<file path="src/spcg_pkg.sv">
// constants for the sleep port clock gating block
package spcg_pkg;

	// number of gated ports, a to e
	localparam int unsigned SPCG_PORTS = 5;

	// register byte offsets inside the 4 kbyte block window
	localparam logic [11:0] SPCG_CFG_OFF = 12'h060;
	localparam logic [11:0] SPCG_RUN_OFF = 12'h108;
	localparam logic [11:0] SPCG_SLEEP_OFF = 12'h118;
	localparam logic [11:0] SPCG_DEEP_OFF = 12'h128;
	localparam logic [11:0] SPCG_STAT_OFF = 12'h200;
	localparam logic [11:0] SPCG_MASK_OFF = 12'h204;

	// field positions
	localparam int unsigned SPCG_AUTO_BIT = 0;
	localparam int unsigned SPCG_EN_LSB = 0;

	// values after reset
	localparam logic [4:0] SPCG_EN_RST = 5'h00;
	localparam logic SPCG_AUTO_RST = 1'b0;
	localparam logic [31:0] SPCG_RDATA_RST = 32'h0000_0000;

	// power mode codes driven by the system power controller
	localparam logic [1:0] SPCG_MODE_RUN = 2'h0;
	localparam logic [1:0] SPCG_MODE_SLEEP = 2'h1;
	localparam logic [1:0] SPCG_MODE_DEEP = 2'h2;

	// ahb-lite codes
	localparam logic [1:0] SPCG_HTRANS_NONSEQ = 2'h2;
	localparam logic SPCG_HRESP_OKAY = 1'b0;

endpackage : spcg_pkg

</file>
<file path="src/spcg_top.sv">
// sleep port clock gating control with ahb-lite register slave
// Behaviour
// - bits 0..4 enable port a..e clock during sleep; set keeps clock running.
// - any access to a port whose clock is off raises a bus fault.
// - sleep gating register reads zero after reset; all ports unclocked.
// - separate run, sleep, deep sleep registers; sleep one used only in sleep.
// - sleep and deep sleep registers apply only with auto clock gating set.
`timescale 1ns/1ps

module spcg_top
(
	input wire logic hclk,
	input wire logic hresetn,
	input wire logic hsel,
	input wire logic [31:0] haddr,
	input wire logic [1:0] htrans,
	input wire logic hwrite,
	input wire logic [2:0] hsize,
	input wire logic [31:0] hwdata,
	input wire logic hready,
	output logic [31:0] hrdata,
	output logic hreadyout,
	output logic hresp,
	input wire logic [1:0] power_mode,
	input wire logic [4:0] port_access_req,
	output logic [4:0] port_clock_enable,
	output logic [4:0] port_bus_fault,
	output logic irq
);

	// address phase capture
	logic wr_pend_q;
	logic [11:0] wr_addr_q;
	// register file
	logic [4:0] run_port_clock_enables_q;
	logic [4:0] run_port_clock_enables_d;
	logic [4:0] sleep_port_clock_enables_q;
	logic [4:0] sleep_port_clock_enables_d;
	logic [4:0] deep_sleep_port_clock_enables_q;
	logic [4:0] deep_sleep_port_clock_enables_d;
	logic auto_clock_gating_enable_q;
	logic auto_clock_gating_enable_d;
	logic [4:0] int_status_q;
	logic [4:0] int_status_d;
	logic [4:0] int_mask_q;
	logic [4:0] int_mask_d;
	// outputs
	logic [31:0] hrdata_q;
	logic [31:0] hrdata_d;
	logic hreadyout_q;
	logic hresp_q;
	logic [4:0] port_clock_enable_q;
	logic [4:0] port_clock_enable_d;
	logic irq_q;
	logic irq_d;
	logic [4:0] fault_q;

	////////////////////////////////////////////////////////////////////////
	// ahb-lite address phase decode
	wire bus_take = hsel & htrans[1] & hready;
	wire rd_take = bus_take & ~hwrite;
	wire wr_take = bus_take & hwrite;
	wire [11:0] rd_addr = haddr[11:0];
	// upper address bits belong to the interconnect decode
	wire word_ok = (haddr[1:0] == 2'h0) & (hsize == 3'h2);

	// capture a write so its data phase can use hwdata
	always_ff @(posedge hclk or negedge hresetn)
	begin
		if (!hresetn)
		begin
			wr_pend_q <= 1'b0;
			wr_addr_q <= 12'h000;
		end
		else
		begin
			wr_pend_q <= wr_take & word_ok;
			wr_addr_q <= haddr[11:0];
		end
	end

	////////////////////////////////////////////////////////////////////////
	// data phase write strobes
	wire wsel_cfg = wr_pend_q & (wr_addr_q == spcg_pkg::SPCG_CFG_OFF);
	wire wsel_run = wr_pend_q & (wr_addr_q == spcg_pkg::SPCG_RUN_OFF);
	wire wsel_slp = wr_pend_q & (wr_addr_q == spcg_pkg::SPCG_SLEEP_OFF);
	wire wsel_deep = wr_pend_q & (wr_addr_q == spcg_pkg::SPCG_DEEP_OFF);
	wire wsel_stat = wr_pend_q & (wr_addr_q == spcg_pkg::SPCG_STAT_OFF);
	wire wsel_mask = wr_pend_q & (wr_addr_q == spcg_pkg::SPCG_MASK_OFF);
	wire [4:0] wr_en_field = hwdata[4:0];
	wire [4:0] stat_clear = wsel_stat ? hwdata[4:0] : 5'h00;

	// next register values; only bits 4..0 exist, upper writes drop
	assign run_port_clock_enables_d =
		wsel_run ? wr_en_field : run_port_clock_enables_q;
	assign sleep_port_clock_enables_d =
		wsel_slp ? wr_en_field : sleep_port_clock_enables_q;
	assign deep_sleep_port_clock_enables_d =
		wsel_deep ? wr_en_field : deep_sleep_port_clock_enables_q;
	assign auto_clock_gating_enable_d = wsel_cfg ?
		hwdata[spcg_pkg::SPCG_AUTO_BIT] : auto_clock_gating_enable_q;
	assign int_mask_d = wsel_mask ? hwdata[4:0] : int_mask_q;
	// write-one-to-clear; a fault in the same cycle wins over the clear
	assign int_status_d = (int_status_q & ~stat_clear) | fault_q;

	// register file flops
	always_ff @(posedge hclk or negedge hresetn)
	begin
		if (!hresetn)
		begin
			run_port_clock_enables_q <= spcg_pkg::SPCG_EN_RST;
			sleep_port_clock_enables_q <= spcg_pkg::SPCG_EN_RST;
			deep_sleep_port_clock_enables_q <= spcg_pkg::SPCG_EN_RST;
			auto_clock_gating_enable_q <= spcg_pkg::SPCG_AUTO_RST;
			int_status_q <= 5'h00;
			int_mask_q <= 5'h00;
		end
		else
		begin
			run_port_clock_enables_q <= run_port_clock_enables_d;
			sleep_port_clock_enables_q <= sleep_port_clock_enables_d;
			deep_sleep_port_clock_enables_q <= deep_sleep_port_clock_enables_d;
			auto_clock_gating_enable_q <= auto_clock_gating_enable_d;
			int_status_q <= int_status_d;
			int_mask_q <= int_mask_d;
		end
	end

	////////////////////////////////////////////////////////////////////////
	// read mux; reads the next values so a read right after a write
	// to the same register sees the new data with no wait state
	wire rsel_cfg = rd_addr == spcg_pkg::SPCG_CFG_OFF;
	wire rsel_run = rd_addr == spcg_pkg::SPCG_RUN_OFF;
	wire rsel_slp = rd_addr == spcg_pkg::SPCG_SLEEP_OFF;
	wire rsel_deep = rd_addr == spcg_pkg::SPCG_DEEP_OFF;
	wire rsel_stat = rd_addr == spcg_pkg::SPCG_STAT_OFF;
	wire rsel_mask = rd_addr == spcg_pkg::SPCG_MASK_OFF;
	logic [31:0] rd_val;

	// unmapped and misaligned addresses read zero with an okay answer
	always_comb
	begin
		rd_val = 32'h0000_0000;
		if (!word_ok)
			rd_val = 32'h0000_0000;
		else if (rsel_cfg)
			rd_val[spcg_pkg::SPCG_AUTO_BIT] = auto_clock_gating_enable_d;
		else if (rsel_run)
			rd_val[4:0] = run_port_clock_enables_d;
		else if (rsel_slp)
			rd_val[4:0] = sleep_port_clock_enables_d;
		else if (rsel_deep)
			rd_val[4:0] = deep_sleep_port_clock_enables_d;
		else if (rsel_stat)
			rd_val[4:0] = int_status_d;
		else if (rsel_mask)
			rd_val[4:0] = int_mask_d;
	end

	assign hrdata_d = rd_take ? rd_val : spcg_pkg::SPCG_RDATA_RST;

	// bus answer flops; the slave never stalls and never errors
	always_ff @(posedge hclk or negedge hresetn)
	begin
		if (!hresetn)
		begin
			hrdata_q <= spcg_pkg::SPCG_RDATA_RST;
			hreadyout_q <= 1'b1;
			hresp_q <= spcg_pkg::SPCG_HRESP_OKAY;
		end
		else
		begin
			hrdata_q <= hrdata_d;
			hreadyout_q <= 1'b1;
			hresp_q <= spcg_pkg::SPCG_HRESP_OKAY;
		end
	end

	////////////////////////////////////////////////////////////////////////
	// gating source selection by power mode
	wire mode_sleep = power_mode == spcg_pkg::SPCG_MODE_SLEEP;
	wire mode_deep = power_mode == spcg_pkg::SPCG_MODE_DEEP;
	wire use_sleep = auto_clock_gating_enable_q & mode_sleep;
	wire use_deep = auto_clock_gating_enable_q & mode_deep;

	// without auto gating the run values hold in every mode
	assign port_clock_enable_d =
		use_sleep ? sleep_port_clock_enables_q :
		use_deep ? deep_sleep_port_clock_enables_q :
		run_port_clock_enables_q;

	// enables are registered so the gate cells see a glitch-free level
	always_ff @(posedge hclk or negedge hresetn)
	begin
		if (!hresetn)
			port_clock_enable_q <= spcg_pkg::SPCG_EN_RST;
		else
			port_clock_enable_q <= port_clock_enable_d;
	end

	////////////////////////////////////////////////////////////////////////
	// bus fault detection against the enables actually applied
	spcg_fault_check u_fault
	(
		.hclk(hclk),
		.hresetn(hresetn),
		.port_access_req(port_access_req),
		.port_clock_enable(port_clock_enable_q),
		.fault_q(fault_q)
	);

	// level interrupt, one cycle behind the status bits
	assign irq_d = |(int_status_q & int_mask_q);

	always_ff @(posedge hclk or negedge hresetn)
	begin
		if (!hresetn)
			irq_q <= 1'b0;
		else
			irq_q <= irq_d;
	end

	////////////////////////////////////////////////////////////////////////
	// output drive, all from flops
	assign hrdata = hrdata_q;
	assign hreadyout = hreadyout_q;
	assign hresp = hresp_q;
	assign port_clock_enable = port_clock_enable_q;
	assign port_bus_fault = fault_q;
	assign irq = irq_q;

	////////////////////////////////////////////////////////////////////////
	// checks

	// helper: high from the first edge after reset release
	logic started_q;

	always_ff @(posedge hclk or negedge hresetn)
	begin
		if (!hresetn)
			started_q <= 1'b0;
		else
			started_q <= 1'b1;
	end
endmodule : spcg_top

</file>
<file path="src/spcg_fault_check.sv">
// per-port bus fault detector for accesses to unclocked ports
`timescale 1ns/1ps

module spcg_fault_check
(
	input wire logic hclk,
	input wire logic hresetn,
	input wire logic [4:0] port_access_req,
	input wire logic [4:0] port_clock_enable,
	output logic [4:0] fault_q
);

	logic [4:0] fault_d;

	////////////////////////////////////////////////////////////////////////
	// fault decode, one bit per port
	genvar gi;
	generate
		for (gi = 0; gi < spcg_pkg::SPCG_PORTS; gi++)
		begin : g_port
			// an access while the port clock is off can never complete
			assign fault_d[gi] = port_access_req[gi] & ~port_clock_enable[gi];
		end
	endgenerate

	// fault registered one cycle after the request, held for as long as the request stays
	always_ff @(posedge hclk or negedge hresetn)
	begin
		if (!hresetn)
			fault_q <= 5'h00;
		else
			fault_q <= fault_d;
	end
endmodule : spcg_fault_check

</file>
<file path="config.mk">
export PLATFORM = sky130hd
export DESIGN_NAME = spcg_top
export DESIGN_NICKNAME = d
export VERILOG_FILES = /design/src/spcg_pkg.sv /design/src/spcg_top.sv /design/src/spcg_fault_check.sv
export SDC_FILE = /design/constraint.sdc
export NUM_CORES = 1
export LEC_CHECK = 0
export CORE_MARGIN = 1
export CORE_UTILIZATION = 41
export CTS_BUF_LIST = sky130_fd_sc_hd__clkbuf_4 sky130_fd_sc_hd__clkbuf_8 sky130_fd_sc_hd__clkbuf_16
export DETAILED_ROUTE_END_ITERATION = 8
export DONT_BUFFER_PORTS = 1
export HOLD_SLACK_MARGIN = 0.06
export SETUP_SLACK_MARGIN = 0.1
export SYNTH_ARGS = -nofsm -noshare
export SYNTH_HDL_FRONTEND = slang
export SYNTH_SLANG_ARGS = --single-unit
</file>
<file path="constraint.sdc">
create_clock -name hclk -period 4.9 [get_ports hclk]
set_clock_uncertainty 0.05 [all_clocks]
set_input_delay 0.245 -clock hclk [delete_from_list [all_inputs] [get_ports hclk]]
set_output_delay 0.245 -clock hclk [all_outputs]
set_load 0.03 [all_outputs]
</file>
==> results of run 1 <==
## state kept, by name, indices dropped and copies added (netlist names)
| register | count |
|---|---|
| wr_addr_q | 12 |
| deep_sleep_port_clock_enables_q | 5 |
| hrdata | 5 |
| int_mask_q | 5 |
| int_status_q | 5 |
| port_clock_enable | 5 |
| run_port_clock_enables_q | 5 |
| sleep_port_clock_enables_q | 5 |
| u_fault.fault_q | 5 |
| auto_clock_gating_enable_q | 1 |
| irq | 1 |
| wr_pend_q | 1 |
## repair_timing
| item | 4_1_cts | 5_1_grt |
|---|---|---|
| hold buffers | 26 | 1 |
| hold endpoints to repair | 97 | 1 |
| setup buffers | 0 | 0 |
## cells in the mapped netlist, types with 2 or more instances
cell | instances | area, µm²
nor2b_1 | 11 | 68.82
mux2_1 | 4 | 45.04
nor4_1 | 4 | 25.02
nand3b_1 | 2 | 15.01
mux2_4 | 5 | 75.07
conb_1 | 2 | 7.510
buf_6 | 2 | 22.52
nand4b_1 | 2 | 17.52
o22ai_1 | 9 | 56.30
nand4_1 | 4 | 25.02
a31oi_1 | 5 | 31.28
o21ai_0 | 7 | 35.03
dfrtp_1 | 55 | 1376
inv_1 | 8 | 30.03
nand2b_1 | 3 | 18.77
nand2_1 | 14 | 52.55
nor3_1 | 2 | 10.01
mux2_2 | 3 | 33.78
buf_4 | 29 | 217.7
o31ai_1 | 4 | 30.03
mux2i_1 | 4 | 40.04
and2_1 | 3 | 18.77
a21boi_1 | 4 | 30.03
nor2_1 | 20 | 75.07
nor3b_2 | 2 | 25.02
a21oi_1 | 19 | 95.09
nand3_1 | 8 | 40.04
## routing by layer
metal,vias up,share of wire (%)
li1,907,-
met1,914,45
met2,59,50
met3,5,4.4
met4,0,1.4
met5,-,0
## cell type report
type,instances,area (µm²)
multi-input cells,187,1197
fillers,581,3328
repair buffers,27,287.8
flip-flops and latches,55,1376
well taps,77,96.34
clock buffers,5,68.82
clock inverters,2,37.54
inverters,8,30.03
## worst paths after layout
kind                          startpoint                            endpoint  slack [ps]  depth (start not counted)
hold reg to reg            int_mask_q[0]                                 irq         460                          2
min in group asynchronous        hresetn                        wr_addr_q[9]         400                          2
setup / recovery            wr_addr_q[7]                           hrdata[1]        2540                          6
setup reg to reg            wr_addr_q[7]                           hrdata[1]        2540                          6
max in group asynchronous        hresetn                port_clock_enable[3]        4150                          2
hold / removal                 hwdata[0]  deep_sleep_port_clock_enables_q[0]          70                          1
## where the power goes
part           switching [mW]  internal, mW
logic                  0.0576        0.0317
clock network           0.145         0.150
registers              0.0260         0.469
## through the flow
stage | worst slack (ps) | utilization (%) | power, mW | hold WS, ps | instances
after floorplan | 2994 | - | 0.5734 | -100.6 | 283
after global routing | 2364 | 48.18 | 0.9196 | 68.43 | 361
after global placement | 2578 | 42.04 | 0.5613 | -98.76 | 327
after CTS | 2547 | 48.02 | 0.8890 | 62.32 | 360
final | 2544 | 48.18 | 0.8785 | 71.08 | 361
after detailed placement | 2598 | 42.04 | 0.5623 | -98.81 | 327
## cell families after synthesis
logic type	share of synthesized area [%]
flops	50.02
compound gates	12.46
other cells	0.2730
mux	7.048
buf+inv	10.14
simple gates	20.05
## critical path: cells and delay by family (launching register included)
kind	cells	cell delay, ps
compound gates	3	670
simple gates	3	1090
flops	1	400
==> reports/summary.txt, run 1 <==
Clock Tree Buf Depth - 2
RSZ-0062 raised after global routing - no
Commonest non-fill, non-tap cells in the layout - 55 x dfrtp_1, 29 x conb_1, 26 x dlygate4sd3_1
Slowest cell on the critical path - and2_1
GRT busiest layer - met2
Area Overhead vs Synth - 12.46%
CTS sink cnt - 55
Worst Path Max Fanout - 10
Number of synthesized flops with an enable pin - 0
Ant diodes - 0
Skew-Pair Late Insertion Delay - 310 ps
Die Wd - 83.92 µm
Area after DPL - 0.002700 mm²
GRT Resource Usage Total - 17.53%
Power Dens Cells - 283.9 mW/mm²
Seq/Total Area, Yosys - 50.02%
FP Rows - 29
Grt met2 use - 29.73%
Clock H-tree levels - 2
Routability cong. - 0.8221
CP endpoint kind - flip-flop
Final WL - 5837 µm
CP required - 5020 ps
Synth Warn # - 0
Post-route ant nets - 0
Fmax - 0.4245 GHz
Met3 GRT Util - 3.363%
Initial antenna violation count - 0
Clock slew seen by the registers of the worst setup and hold paths - 90 ps
Setup TNS - 0 ps
Syn Area/Cell - 10.75 µm²
Drt wl/cell - 16.17 µm
WP data arrival - 2480 ps
IO Port Bufs - 0
Main flop type after synthesis - dfrtp_1
HP Class - input port to flip-flop
Chip height - 83.92 µm
Max-slew violations - 0
Failing checks - DRC
Vias in the first global route - 1891
Peak supply drop - 144.3 µV
FF+latch count, synth - 55
Max Cap Viol - 0
Met1 GRT Util - 22.76%
CTS tree - yes
Layout cells sized above 1 - 9.859%
DRC violations left - 10
Leakage - 1.310 nW
Slew @ Worst Pin - 689.9 ps
Largest net degree at the start of global routing - 56
Starting Density - 42.84%
DP HPWL - 4131 µm
Fin crit period - 2356 ps
Clock root cell - clkbuf_8
Core footprint - 0.006422 mm²
Largest stage delay, worst path - 470 ps
CP Launch Type - flip-flop
CP cell instances - nor4b_4, and2_1, a31oi_1, nor2b_1, o31ai_1, a21boi_1
Vias - 1885
Async set-or-reset flop fraction in the synthesized netlist - 100.0%
Critical path type - flip-flop to flip-flop
Final worst path period share - 48.08%
Final setup viols - 0
Vias per Instance - 5.222
DR pass1 iterations - 6
CTS buffer count - 5
Synthesized instance count - 256
Iteration-0 DRC Markers - 153
Final Hold Fails - 0
Global-route wire length before repair - 9611 µm
Cell variety after synth - 48
Slew Limit Headroom - 53.80%
Final net count - 365
Synth Cell Area - 0.002751 mm²
Commonest non-fill, non-tap cell in the layout - dfrtp_1
Total gr overflow - 0
Post-CTS Resized - 0
Die area - 0.007043 mm²
IO Pins - 126
Status - finished, violations left
Post-route cell area - 0.003094 mm²
(Power assumes the default switching activity.)
==> run 2: changes to the inputs <==
--- a/config.mk
+++ b/config.mk
@@ -5,6 +5,7 @@
 export SDC_FILE = /design/constraint.sdc
 export NUM_CORES = 1
 export LEC_CHECK = 0
+export ABC_AREA = 1
 export CORE_MARGIN = 1
 export CORE_UTILIZATION = 41
 export CTS_BUF_LIST = sky130_fd_sc_hd__clkbuf_4 sky130_fd_sc_hd__clkbuf_8 sky130_fd_sc_hd__clkbuf_16
==> constraint.sdc (replaced) <==
create_clock -name hclk -period 2.2 [get_ports hclk]
set_clock_uncertainty 0.05 [all_clocks]
set_input_delay 0.11 -clock hclk [delete_from_list [all_inputs] [get_ports hclk]]
set_output_delay 0.11 -clock hclk [all_outputs]
set_load 0.03 [all_outputs]
==> run 2 against run 1 <==
Effect of this change: the flow now finishes without violations; clock power is 100% higher; combinational power grew 130%; largest cell class unchanged; largest power group unchanged; critical path depth up 4; power is 110% higher; global-route usage decreased by 0.43 points; worst setup slack worse by 2200 ps; flip-flop and latch count did not move; critical path type unchanged; highest routed layer unchanged; core utilization increased by 0.49 points; via count rose by 15%; sequential power rose by 120%; cell area grew 8.0%.
==> reports/summary.txt, run 2 <==
Status - complete, no violations
Met3 WL - 328 µm
FP Rows - 30
Critical path type - flip-flop to flip-flop
IO Pins - 126
Clock slew seen by the registers of the worst setup and hold paths - 100 ps
Async set-or-reset flop fraction in the synthesized netlist - 100.0%
Post-CTS Resized - 0
Clock H-tree levels - 2
GRT Resource Usage Total - 17.10%
CP required - 2340 ps
Largest stage delay, worst path - 400 ps
Top Metal Used - met4
Skew-Pair Late Insertion Delay - 300 ps
Final hold slack - 89.57 ps
Final setup viols - 0
Seq/Total Area, Yosys - 46.61%
Top cell type's share of synthesized area - 46.61%
Cell variety after synth - 31
Largest register FFs - 12
Iteration-0 DRC Markers - 97
Global-route wire length before repair - 9798 µm
Final WL - 6101 µm
Commonest non-fill, non-tap cell in the layout - nand2_1
Routability cong. - 0.8098
Main flop type after synthesis - dfrtp_1
Reg with most FFs - wr_addr_q
Met1 wire length - 2816 µm
Max Cap Viol - 0
Fin crit period - 1824 ps
DRC violations left - 0
CTS sink cnt - 55
Area Overhead vs Synth - 13.22%
FF+latch count, synth - 55
CP cell instances - nor2_2, nand2_1, nor2_2, nand2_1, o21ai_0, nand2_1, nand2_1, nand3_1, nand2_1, a21oi_2
Core footprint - 0.006869 mm²
Drt wl/cell - 12.79 µm
Power Dens Cells - 560.2 mW/mm²
Number of synthesized flops with an enable pin - 0
Vias in the first global route - 1971
Total gr overflow - 0
Worst Path Max Fanout - 4
Post-route ant nets - 0
Vias - 2167
Cell taking the most area after synthesis - dfrtp_1
Synthesized instance count - 348
Synth Warn # - 0
Clock root cell - clkbuf_8
Layout cells sized above 1 - 13.65%
Synth area leaders - dfrtp_1 47%, nand2_1 8.8%, buf_4 7.4%
Area occupied by multi-input gates - 0.001231 mm²
Leakage - 1.645 nW
Flop2flop setup slack - 380 ps
Syn Area/Cell - 8.485 µm²
Chip height - 86.87 µm
Synth Cell Area - 0.002953 mm²
Slew Limit Headroom - 53.22%
CP Launch Type - flip-flop
Commonest non-fill, non-tap cells in the layout - 69 x nand2_1, 55 x inv_1, 55 x dfrtp_1
Starting Density - 42.99%
Largest net degree at the start of global routing - 56
Metal2 WL - 2874 µm
DP HPWL - 4463 µm
WP data arrival - 1970 ps
Reg area - 0.001376 mm²
Slowest cell on the critical path - dfrtp_1
Slew @ Worst Pin - 698.0 ps
Clock Tree Buf Depth - 2
HP Class - input port to flip-flop
Fill count - 657
Setup TNS - 0 ps
Final worst path period share - 82.89%
Max-slew violations - 0
Critical path's most frequent cell - nand2_1
Most used standard cell by instance count after synthesis - nand2_1
Final core occ - 48.67%
Final net count - 461
Final Hold Fails - 0
RSZ-0062 raised after global routing - no
Initial antenna violation count - 0
Fmax - 0.5484 GHz
CTS tree - yes
IO Port Bufs - 0
Peak supply drop - 270.0 µV
Ant diodes - 0
Die Wd - 86.87 µm
DR pass1 iterations - 4
CP endpoint kind - flip-flop
Die area - 0.007546 mm²
CTS buffer count - 5
Vias per Instance - 4.543
Post-synth top cells - 69 x nand2_1, 55 x dfrtp_1, 55 x inv_1, 29 x buf_4, 25 x nor2_1
-- run 2: kinds of logic after synthesis --
logic type             synth area share, %
buffers and inverters                15.13
and+or+nand+nor                      29.03
AOI/OAI and AO/OA                    8.984
other                               0.2543
DFF                                  46.61
-- run 2: what timing repair did --
action                    in CTS  in global routing
buffers inserted               0                  0
hold endpoints to repair      96                  0
hold buffers                  27                  0
-- run 2: worst paths after layout --
path / endpoint / cells past startpoint / from
setup / recovery: hrdata[4] / 10 / wr_addr_q[7]
hold / removal: hrdata[0] / 3 / haddr[8]
setup reg to reg: hrdata[4] / 10 / wr_addr_q[7]
hold reg to reg: irq / 2 / int_status_q[4]
max in group asynchronous: wr_pend_q / 2 / hresetn
min in group asynchronous: u_fault.fault_q[3] / 2 / hresetn
-- run 2: cell type report --
| class | count | share of cell area (%) |
|---|---|---|
| repair buffers | 27 | 8.608 |
| clock inverters | 1 | 0.2620 |
| clock buffers | 7 | 2.695 |
| flip-flops and latches | 55 | 41.17 |
| inverters | 61 | 6.849 |
| multi-input cells | 230 | 36.83 |
| well taps | 96 | 3.593 |
-- run 2: power breakdown --
part / switching [mW] / leakage [nW] / internal, mW
Sequential: 0.0363 / 0.647 / 1.03
Combinational: 0.148 / 0.946 / 0.0597
Clock: 0.324 / 0.0519 / 0.271
-- run 2: per-layer routing --
| layer | global-route usage (%) | up-vias |
|---|---|---|
| met5 | 0 | - |
| met4 | 4.697 | 0 |
| met3 | 3.318 | 8 |
| met2 | 27.49 | 70 |
| met1 | 23.66 | 999 |
| li1 | - | 1090 |
-- run 2: through the flow --
step / power [mW] / instance area (µm²) / cells / worst slack, ps
6_report: 1.873 / 3343 / 477 / 376.4
2_1_floorplan: 1.255 / 3054 / 375 / 714.1
3_5_place_dp: 1.233 / 2957 / 442 / 416.6
5_1_grt: 1.951 / 3343 / 477 / 221.8
3_3_place_gp: 1.231 / 2957 / 442 / 408.1
4_1_cts: 1.888 / 3343 / 477 / 396.5
-- run 2: critical path: cells and delay by family (launching register included) --
family / cells / cell delay [ps]
compound gates: 2 / 220
simple gates: 8 / 1040
flops: 1 / 400
==> run 3: changes to the inputs <==
--- a/config.mk
+++ b/config.mk
@@ -5,7 +5,7 @@
 export SDC_FILE = /design/constraint.sdc
 export NUM_CORES = 1
 export LEC_CHECK = 0
-export ABC_AREA = 1
+export ABC_AREA = 0
 export CORE_MARGIN = 1
 export CORE_UTILIZATION = 41
 export CTS_BUF_LIST = sky130_fd_sc_hd__clkbuf_4 sky130_fd_sc_hd__clkbuf_8 sky130_fd_sc_hd__clkbuf_16
==> constraint.sdc (replaced) <==
create_clock -name hclk -period 1.6 [get_ports hclk]
set_clock_uncertainty 0.05 [all_clocks]
set_input_delay 0.08 -clock hclk [delete_from_list [all_inputs] [get_ports hclk]]
set_output_delay 0.08 -clock hclk [all_outputs]
set_load 0.03 [all_outputs]
==> run 3 against run 2 <==
Effect of this change: the flow now finishes with violations (DRC, setup timing); global-route usage increased by 2.9 points; critical path type unchanged; via count decreased by 3.8%; sequential power increased by 40%; maximum frequency decreased by 7.9%; cell count decreased by 17%; flip-flop and latch count unchanged; first-iteration DRC count increased by 13%; highest routed layer unchanged.
==> reports/summary.txt, run 3 (synthesis results as in run 1) <==
Met1 GRT Util - 25.03%
Setup crit start - wr_addr_q[7]
CTS buffer count - 5
Starting Density - 42.84%
Clock slew seen by the registers of the worst setup and hold paths - 100 ps
DP HPWL - 4754 µm
Post-route setup slack - -379.4 ps
Reg with most FFs - wr_addr_q
Drt wl/cell - 17.21 µm
Max-slew violations - 0
Max Cap Viol - 0
Routability cong. - 0.8386
Met3 GRT Util - 4.550%
CP required - 1750 ps
Reg2reg end - hrdata[2]
FF-to-FF path depth - 7
Critical path type - flip-flop to flip-flop
Leakage - 1.477 nW
Clock Tree Buf Depth - 2
Clock root cell - clkbuf_8
Die Wd - 83.92 µm
Final core occ - 55.21%
Skew-Pair Late Insertion Delay - 310 ps
RSZ-0062 raised after global routing - yes
R2r startpoint - wr_addr_q[7]
Setup TNS - -3308 ps
Post-route ant nets - 0
Final WL - 6815 µm
Final net count - 399
Commonest non-fill, non-tap cell in the layout - dfrtp_1
Global-route wire length before repair - 10760 µm
Worst Path Max Fanout - 5
FP Rows - 29
GRT Resource Usage Total - 20.02%
Fill count - 557
IO Port Bufs - 0
Flop2flop setup slack - -380 ps
Fmax - 0.5052 GHz
Iteration-0 DRC Markers - 110
Status - finished, violations left
CP Launch Type - flip-flop
Grt met2 use - 32.86%
CTS sink cnt - 55
Die area - 0.007043 mm²
Vias in the first global route - 2151
Fin crit period - 1979 ps
DR pass1 iterations - 6
Worst Hold Launch - power_mode[1]
Largest net degree at the start of global routing - 56
HP Class - input port to flip-flop
Largest register FFs - 12
Initial antenna violation count - 0
CTS tree - yes
Commonest non-fill, non-tap cells in the layout - 55 x dfrtp_1, 29 x conb_1, 26 x dlygate4sd3_1
Layout cells sized above 1 - 28.53%
Area Overhead vs Synth - 28.88%
Vias - 2084
GRT busiest layer - met2
IO Pins - 126
DRC violations left - 6
Hold Path Stages - 3
Total gr overflow - 0
Final setup viols - 20
Failing checks - DRC, setup timing
Ant diodes - 0
WP data arrival - 2130 ps
Peak supply drop - 328.7 µV
Power Dens Cells - 754.9 mW/mm²
Vias per Instance - 5.263
Final Hold Fails - 0
Clock H-tree levels - 2
Core footprint - 0.006422 mm²
Final worst path period share - 123.7%
CP endpoint kind - flip-flop
Chip height - 83.92 µm
Worst hold path endpoint - port_clock_enable[3]
[run 3: cell count changes in the layout (fill, tap and decap cells not counted), sizes merged, moves of 5 or more]
cell	change
a21oi	+5
nand3	-14
nor4	+5
nor2b	+11
buf	+34
nor2	-17
nand2	-61
mux2	+12
inv	-52
o21ai	-15
o22ai	+9
[run 3: report_power, final]
part / switching (mW) / internal, mW / total [mW] / leakage, nW
logic: 0.219 / 0.133 / 0.352 / 0.783
clock network: 0.472 / 0.352 / 0.824 / 0.0497
registers: 0.0640 / 1.44 / 1.50 / 0.644
total: 0.755 / 1.92 / 2.68 / 1.48
[run 3: area by class of cell]
class	instances	area [µm²]	share of cell area, %
timing repair buffer	61	595.6	16.80
sequential	55	1376	38.81
clock buffer	7	83.83	2.364
inverter	8	30.03	0.8469
clock inverter	1	8.758	0.2470
tap	77	96.34	2.717
multi-input combinational	187	1355	38.21
[run 3: worst max path at each step]
stage           endpoint  cells past startpoint
3_5_place_dp   hrdata[3]                      7
3_3_place_gp   hrdata[0]                      8
2_1_floorplan  hrdata[0]                      8
5_1_grt        hrdata[2]                      7
6_report       hrdata[2]                      7
4_1_cts        hrdata[3]                      8
[run 3: metrics by stage]
step	setup WS [ps]	power [mW]	hold slack (ps)	instance area, µm²	std cells
after floorplan	-291.1	1.756	-265.6	2878	283
after global placement	-376.8	1.755	-263.0	2967	360
after detailed placement	-451.4	1.758	-263.9	2967	360
after CTS	-372.2	2.679	76.77	3433	396
after global routing	-477.4	2.779	96.63	3546	396
final	-379.4	2.677	93.77	3546	396
[run 3: layer usage]
| metal | vias to the layer above | part of all wire (%) |
|---|---|---|
| met4 | 0 | 2.5 |
| li1 | 975 | - |
| met1 | 1017 | 42 |
| met5 | - | 0 |
| met3 | 13 | 5.7 |
| met2 | 79 | 50 |
[run 3: worst max-delay path: stages, from the launching register on]
cell	delay, ps
dfrtp_1	410
nor4b_4	360
and4b_1	300
buf_6	150
mux2_4	320
nor2_2	80
nor2_1	40
a21boi_2	150
[run 3: timing repair]
action / CTS / global route
gates resized for setup: 17 / 35
endpoints found under the hold margin: 105 / 0
hold buffers: 27 / 0
pin swaps: 5 / 4
buffers inserted: 1 / 1
cloned: 0 / 0
setup endpoints to repair: 28 / 28
